## src/hw/adc_route_pkg.sv

```systemverilog
// package: offsets, field layout, reset values and decoded route types
package adc_route_pkg;
  // register addresses on the control bus (8-bit register index)
  localparam logic [7:0] LEFT_ROUTE_ADDR = 8'h15;
  localparam logic [7:0] RIGHT_ROUTE_ADDR = 8'h16;
  // field positions
  localparam int DIFF_BIT = 7;
  localparam int LEVEL_MSB = 6;
  localparam int LEVEL_LSB = 3;
  localparam int POWER_BIT = 2;
  localparam int STEP_MSB = 1;
  localparam int STEP_LSB = 0;
  // reset values
  localparam logic DIFF_RESET = 1'h0;
  localparam logic [3:0] LEVEL_RESET = 4'hf;
  localparam logic POWER_RESET = 1'h0;
  localparam logic [1:0] STEP_RESET = 2'h0;
  // level codes
  localparam logic [3:0] LEVEL_MAX_GAIN_CODE = 4'h8;
  localparam logic [3:0] LEVEL_OPEN_CODE = 4'hf;
  // reserved low bits of the left register
  localparam logic [2:0] LEFT_RSVD_VALUE = 3'h0;

  // soft-stepping modes
  typedef enum logic [1:0] {
    STEP_EVERY_SAMPLE,
    STEP_EVERY_TWO,
    STEP_OFF
  } step_mode_t;

  // decoded connection of the input pair to one mixer
  typedef struct packed {
    logic connected;    // pair feeds this mixer
    logic [3:0] atten;  // attenuation in 1.5 dB steps, 0..8
  } mix_route_t;

  // bus request
  typedef struct packed {
    logic wr;
    logic rd;
    logic [7:0] addr;
    logic [7:0] wdata;
  } reg_req_t;
endpackage

```

## src/hw/level_decode.sv

```systemverilog
// level code decoder for one mixer path
`timescale 1ns/100ps
module level_decode
  import adc_route_pkg::*;
(
  // level field
  input wire logic [3:0] level_i,
  // decoded route
  output mix_route_t route_o
);
  // codes 0..8 connect with 1.5 dB steps; 1111 and reserved codes stay open
  always_comb begin
    route_o.connected = (level_i <= LEVEL_MAX_GAIN_CODE);
    route_o.atten = route_o.connected ? level_i : 4'h0;
  end
endmodule

```

## src/hw/adc_input_route_regs.sv

```systemverilog
// control registers routing the right line-one input pair to both adc mixers
`timescale 1ns/100ps
module adc_input_route_regs
  import adc_route_pkg::*;
(
  // clock and reset
  input wire logic CLK_SYS_I,
  input wire logic RESET_N_I,
  // register access, same clock domain
  input wire logic REG_WR_I,
  input wire logic REG_RD_I,
  input wire logic [7:0] REG_ADDR_I,
  input wire logic [7:0] REG_WDATA_I,
  output logic [7:0] REG_RDATA_O,
  output logic REG_HIT_O,
  // analog controls for the left mixer path
  output logic LEFT_DIFF_O,
  output logic LEFT_CONNECT_O,
  output logic [3:0] LEFT_ATTEN_O,
  // analog controls for the right mixer path
  output logic RIGHT_DIFF_O,
  output logic RIGHT_CONNECT_O,
  output logic [3:0] RIGHT_ATTEN_O,
  output logic RIGHT_POWER_O,
  output step_mode_t RIGHT_STEP_O
);
  // timing in short:
  // a write strobe is taken at a rising edge and the fields change at that edge,
  // so the analog controls follow one cycle after the strobe is seen;
  // a read strobe loads the read register at its edge, and the value stands
  // until the next read, so a slow host can pick it up whenever it likes;
  // a write and a read in one cycle return the value from before the write

  // bundled bus request
  reg_req_t req; // bundled request
  // write decode per register
  logic left_wr; // write aimed at the left register
  logic right_wr; // write aimed at the right register
  // left register fields
  logic left_diff_reg; // left register mode bit
  logic [3:0] left_level_reg; // left level field
  // right register fields
  logic right_diff_reg; // right register mode bit
  logic [3:0] right_level_reg; // right level field
  logic right_power_reg; // right channel power
  logic [1:0] right_step_reg; // soft-step code
  // read path
  logic [7:0] left_image; // left register as software sees it
  logic [7:0] right_image; // right register as software sees it
  logic [7:0] rdata_next; // read mux
  // decoded mixer paths
  mix_route_t left_route; // decoded left path
  mix_route_t right_route; // decoded right path

  // address match, used for both write and read decode
  function automatic logic hit(input logic [7:0] a, input logic [7:0] target);
    hit = (a == target);
  endfunction

  // gather the bus signals
  assign req = '{wr: REG_WR_I, rd: REG_RD_I, addr: REG_ADDR_I, wdata: REG_WDATA_I};

  // write decode; other addresses are ignored without any error
  assign left_wr = req.wr && hit(req.addr, LEFT_ROUTE_ADDR);
  assign right_wr = req.wr && hit(req.addr, RIGHT_ROUTE_ADDR);

  // left mode bit
  always_ff @(posedge CLK_SYS_I) begin
    if (!RESET_N_I) begin
      // single-ended after reset
      left_diff_reg <= DIFF_RESET;
    end else if (left_wr) begin
      // new mode applies from the next cycle
      left_diff_reg <= req.wdata[DIFF_BIT];
    end
  end

  // left level field; reserved low bits are simply not stored
  always_ff @(posedge CLK_SYS_I) begin
    if (!RESET_N_I) begin
      // disconnected after reset
      left_level_reg <= LEVEL_RESET;
    end else if (left_wr) begin
      // reserved codes are kept as written, the decoder leaves them open
      left_level_reg <= req.wdata[LEVEL_MSB:LEVEL_LSB];
    end
  end

  // right mode bit; not forced equal to the left one, that is software's job
  always_ff @(posedge CLK_SYS_I) begin
    if (!RESET_N_I) begin
      // single-ended after reset
      right_diff_reg <= DIFF_RESET;
    end else if (right_wr) begin
      // new mode applies from the next cycle
      right_diff_reg <= req.wdata[DIFF_BIT];
    end
  end

  // right level field
  always_ff @(posedge CLK_SYS_I) begin
    if (!RESET_N_I) begin
      // disconnected after reset
      right_level_reg <= LEVEL_RESET;
    end else if (right_wr) begin
      // same encoding as the left field
      right_level_reg <= req.wdata[LEVEL_MSB:LEVEL_LSB];
    end
  end

  // right channel power
  always_ff @(posedge CLK_SYS_I) begin
    if (!RESET_N_I) begin
      // powered down after reset
      right_power_reg <= POWER_RESET;
    end else if (right_wr) begin
      // set powers up, clear powers down
      right_power_reg <= req.wdata[POWER_BIT];
    end
  end

  // right soft-step code, stored raw so a read returns what was written
  always_ff @(posedge CLK_SYS_I) begin
    if (!RESET_N_I) begin
      // step every sample after reset
      right_step_reg <= STEP_RESET;
    end else if (right_wr) begin
      // decoded into a mode further down
      right_step_reg <= req.wdata[STEP_MSB:STEP_LSB];
    end
  end

  // register images; reserved left bits are constant zero
  assign left_image = {left_diff_reg, left_level_reg, LEFT_RSVD_VALUE};
  assign right_image = {right_diff_reg, right_level_reg, right_power_reg, right_step_reg};

  // read mux; unmapped addresses read zero
  always_comb begin
    rdata_next = 8'h00;
    if (hit(req.addr, LEFT_ROUTE_ADDR)) begin
      // left routing register
      rdata_next = left_image;
    end else if (hit(req.addr, RIGHT_ROUTE_ADDR)) begin
      // right routing register
      rdata_next = right_image;
    end
  end

  // read data registered, one cycle after the read strobe
  always_ff @(posedge CLK_SYS_I) begin
    if (!RESET_N_I) begin
      REG_RDATA_O <= 8'h00;
    end else if (req.rd) begin
      REG_RDATA_O <= rdata_next; // unmapped address reads zero
    end
  end

  // handshake: combinational address hit
  assign REG_HIT_O = hit(req.addr, LEFT_ROUTE_ADDR) || hit(req.addr, RIGHT_ROUTE_ADDR);

  // one decoder per mixer path; reserved codes leave the path open
  level_decode u_left_dec (
    .level_i(left_level_reg),
    .route_o(left_route)
  );
  level_decode u_right_dec (
    .level_i(right_level_reg),
    .route_o(right_route)
  );

  // analog controls; both modes are driven as stored, keeping them equal is software's job
  assign LEFT_DIFF_O = left_diff_reg;
  assign LEFT_CONNECT_O = left_route.connected;
  assign LEFT_ATTEN_O = left_route.atten;
  assign RIGHT_DIFF_O = right_diff_reg;
  assign RIGHT_CONNECT_O = right_route.connected;
  assign RIGHT_ATTEN_O = right_route.atten;
  assign RIGHT_POWER_O = right_power_reg;

  // step code: 10 and 11 both disable stepping
  always_comb begin
    case (right_step_reg)
      2'h0: RIGHT_STEP_O = STEP_EVERY_SAMPLE;
      2'h1: RIGHT_STEP_O = STEP_EVERY_TWO;
      default: RIGHT_STEP_O = STEP_OFF;
    endcase
  end
endmodule

```

## config.mk

```make
export PLATFORM = sky130hd
export DESIGN_NAME = adc_input_route_regs
export DESIGN_NICKNAME = d
export VERILOG_FILES = /design/src/hw/adc_route_pkg.sv /design/src/hw/level_decode.sv /design/src/hw/adc_input_route_regs.sv
export SDC_FILE = /design/constraint.sdc
export NUM_CORES = 1
export LEC_CHECK = 0
export BUFFER_PORTS_ARGS = -buffer_cell sky130_fd_sc_hd__buf_2
export CAP_MARGIN = 20
export CORE_UTILIZATION = 46
export CTS_CLUSTER_DIAMETER = 200
export DETAILED_ROUTE_END_ITERATION = 10
export GPL_ROUTABILITY_DRIVEN = 0
export PLACE_DENSITY = 0.77
export RECOVER_POWER = 25
export SETUP_SLACK_MARGIN = 0.15
export SLEW_MARGIN = 10
export SYNTH_ARGS = -nofsm -noshare
export SYNTH_HDL_FRONTEND = slang
export SYNTH_HIERARCHICAL = 1
export SYNTH_SLANG_ARGS = --single-unit
```

## constraint.sdc

```tcl
create_clock -name CLK_SYS_I -period 1.3 [get_ports CLK_SYS_I]
set_clock_uncertainty 0.2 [all_clocks]
set_input_delay 0.065 -clock CLK_SYS_I [delete_from_list [all_inputs] [get_ports CLK_SYS_I]]
set_output_delay 0.065 -clock CLK_SYS_I [all_outputs]
set_load 0.1 [all_outputs]
```

==> results.md, run 1 <==
- Post-CTS setup buffers: 15
- Post-synth EDFFs: 0
- TritonCTS Buffers: 3
- Seq/Total Area, Yosys: 0.397
- Post-synthesis async set-or-reset flop share: 0
- Chip width: between 40 and 50 um
- Yosys top cell area share: 0.397
- IO Port Bufs: 43
- DPL Wire Length: around 2300 um
- Top cells by area, synth: dfxtp_1 (40%), nor2b_1 (16%), mux2i_1 (12%)
- Rows: 17
- Starting Density: 0.483
- Exit stage: clock tree synthesis (4_1_cts)
- Htree depth: 1
- Status: aborted with a tool error
- Syn nets: 127
- Yosys top cell by area: dfxtp_1
- Unique cell type count in the Yosys netlist: 20
- Post-CTS Hold Buffers: 12
- Placed Cells: 177
- Post-CTS Resized: 23
- CTS root buffer: clkbuf_4
- Mapped Area: 1060 um^2
- # clock sinks: 21
- Die Ht: 50.0 um
- Avg Cell Area, Syn: 9.89 um^2
- Clock Tree Buf Depth: 2
- Most used DFF post-synth: dfxtp_1
- Error: [ERROR DPL-0033] detailed placement checks failed during check placement.
- DP Area: about 1800 um^2
- Post-synthesis register bit count: 21
- # IOs: 44
- Cells after Synth: between 100 and 150
- Yosys warns: 6
kinds of logic after synthesis:
| group | after synthesis | synth area share |
|---|---|---|
| AND/OR/NAND/NOR | 50 | 0.319 |
| flip-flops | 21 | 0.397 |
| AO/OA/AOI/OAI | 16 | 0.131 |
| multiplexers | 13 | 0.123 |
| buffers and inverters | 7 | 0.0296 |
metrics by stage:
step / setup TNS, ns / setup WS (ns) / hold slack, ns
floorplan: -2.28 / -0.409 / -0.00673
detailed placement: -0.258 / -0.0626 / 0.130
global placement: -0.0842 / -0.0346 / 0.103
Yosys cell counts (2+ instances only):
master,count
mux2i_1,13
and2_1,2
nand2b_1,3
clkbuf_1,5
dfxtp_1,21
a22o_1,5
nor2b_1,27
a21boi_0,3
nand2_1,9
nor4b_2,2
nand4_1,3
o31ai_1,2
a32o_1,5
==> inputs of run 2 (changes only) <==
- CORE_AREA: not set -> 2 2 63 65
- CORE_UTILIZATION: 46 -> not set
- CTS_CLUSTER_DIAMETER: 200 -> not set
- DIE_AREA: not set -> 0 0 65 67
- PLACE_DENSITY: 0.77 -> not set
- PLACE_DENSITY_LB_ADDON: not set -> 0.15
- SETUP_SLACK_MARGIN: 0.15 -> not set
==> run 2 against run 1 <==
The flow now finishes, with violations (negative setup slack); synthesized area unchanged; synthesized cell count unchanged.
==> results.md, run 2 <==
- Final number of max-transition violations: 0
- Maximum clock rate: around 700 MHz
- Min-Delay Path Depth: 3
- GRT Overall Usage: 0.155
- Startpoint Class: register
- Top cells by area, synth: dfxtp_1 (40%), nor2b_1 (16%), mux2i_1 (12%)
- Post-synthesis register bit count: 21 (unchanged)
- 1st-pass router iterations: 6
- Antenna diodes: 0
- Unique cell type count in the Yosys netlist: 20 (unchanged)
- Cells after Synth: 107 (unchanged)
- P_leak: 0.881 nW
- Grt ovf: 0
- RSZ-0062 raised after global routing: yes
- Seq/Total Area, Yosys: 0.397 (unchanged)
- Slowest-stage cell, CP: dfxtp_4
- # IOs: 44 (unchanged)
- R2R depth: 4
- DPL Wire Length: 2310 um (+0.65%)
- Final critical-path required period: 1.44 ns
- Pwr dens: 587 nW/um^2
- Syn nets: 127 (unchanged)
- Via Count: 1039
- Commonest cells after routing, fill and taps aside: nor2b_1 (20), buf_2 (19), buf_12 (16), buf_4 (16), mux2i_1 (13)
- Core Region: 3610 um^2
- Status: complete, but fails checks
- Final worst slack: -0.138 ns
- Avg Cell Area, Syn: 9.89 um^2 (unchanged)
- Antenna violations before repair: 0
- P&R area growth vs syn: 91.8%
- Clock Tree Buf Depth: 2 (unchanged)
- Largest net degree at the start of global routing: 13
- Final Hold Fails: 0
- CTS root buffer: clkbuf_8
- Die ar.: 4360 um^2
- Post-synth EDFFs: 0 (unchanged)
- Most common cell after layout, fill and taps aside: nor2b_1
- Largest stage delay on the critical path: 0.37 ns
- Clk_lat worst skew: 0.25 ns
- Crit path arrival time: 1.17 ns
- HP Class: input pin to register
- Avg Vias per Cell: 4.60
- Layout cell share with drive strength beyond 1: 0.573
- CP Capture Type: output pin
- Worst Path Max Fanout: 4
- WHS: between 0.005 and 0.006 ns
- Setup Viol. Count Final: 11
- Fin nets: 199
- Total Wirelength: 3060 um
- DRC viols: 0
- Yosys top cell area share: 0.397 (unchanged)
- Mapped Area: 1060 um^2 (unchanged)
- Crit-path cells: nor4b_4 > buf_12
- Rows: 22 (+5)
- Die Ht: 67 um (+34%)
- Setup TNS: -0.574 ns
- Flip-flop count of the largest register after layout: 8
- TritonCTS clock tree: done
- MaxCap Viol Count: 0
- Final period utilization: 1.11
- Worst path required time: 1.03 ns
- Post-synth top cells: nor2b_1 (27), dfxtp_1 (21), mux2i_1 (13)
- Vias in the first global route: 1107
- Layout fillers: 322
- Count leader, synth: nor2b_1
- Post-synthesis async set-or-reset flop share: 0 (unchanged)
- Actual transition at the worst max-transition pin: 0.495 ns
- Starting Density: 0.294 (-0.190)
- First-pass GRT wire length: 5110 um
- Flop2flop setup slack: -0.05 ns
- Chip width: 65 um (+30%)
- WL per Instance: 13.5 um
- # clock sinks: 21 (unchanged)
- Initial DRC Count: 27
- Peak supply drop: 0.283 mV
- Yosys top cell by area: dfxtp_1
- Yosys warns: 6 (unchanged)
- Htree depth: 1 (unchanged)
- Failing checks: negative setup slack
- Max_slew headroom: 0.670
- TritonCTS Buffers: 3 (unchanged)
- Routed Antenna Nets: 0
- Reg clk slew, reported paths: approximately 0.070 ns
- Critical path class: register to output pin
- Most used DFF post-synth: dfxtp_1
- IO Port Bufs: 43 (unchanged)
[run 2: cell counts after synthesis]
Identical to the previous run, type by type.
[run 2: kinds of logic (layout without fill, tap and decap cells)]
logic type,after synthesis,after routing,share of synthesized area
flops,21,21,0.397
simple gates,50,50,0.319
mux,13,13,0.123
compound gates,16,16,0.131
buf+inv,7,78,0.0296
[run 2: worst max-delay path: cells and delay by family (launching register included)]
family / cells / cell delay, ns
AND/OR/NAND/NOR: 1 / 0.33
flip-flops: 1 / 0.37
buffers and inverters: 1 / 0.21
[run 2: worst paths after layout]
kind	start	end
hold reg to reg	RIGHT_POWER_O	RIGHT_POWER_O
setup / recovery	right_level_reg[0]	RIGHT_ATTEN_O[3]
hold / removal	RESET_N_I	left_level_reg[0]
setup reg to reg	right_level_reg[0]	REG_RDATA_O[3]
[run 2: layer usage]
layer	up-vias	share of wire	GRT usage
met4	0	0.0046	0.0559
met5	-	0	0
met3	2	0.058	0.0338
li1	529	-	-
met1	479	0.42	0.180
met2	29	0.52	0.277
[run 2: cell type report]
type	count	area, um^2	area share
clock buffers	4	45.0	0.0222
multi-input cells	79	709	0.349
flip-flops and latches	21	464	0.229
well taps	48	60.1	0.0296
repair buffers	74	752	0.370
[run 2: power breakdown]
part           internal [mW]  leakage (nW)  total [mW]  switching [mW]
Clock                  0.218        0.0228       0.414           0.197
Sequential             0.627         0.174       0.628         0.00114
Combinational         0.0818         0.684       0.149          0.0670
[run 2: metrics by stage]
step	setup WS [ns]	std cells	power, mW	util	instance area [um^2]
floorplan	-0.409	107	0.718	-	1180
global placement	-0.0227	201	0.777	0.513	1850
detailed placement	-0.0668	201	0.780	0.513	1850
CTS	-0.148	225	1.21	0.588	2120
global route	-0.187	226	1.26	0.563	2030
finish	-0.138	226	1.19	0.563	2030
[run 2: timing repair]
action,4_1_cts,5_1_grt
hold buffers,10,0
hold endpoints to repair,21,0
pin swaps,3,3
resized for setup,16,1
setup buffers,10,1
setup endpoints to repair,11,12
(Power assumes the default switching activity.)
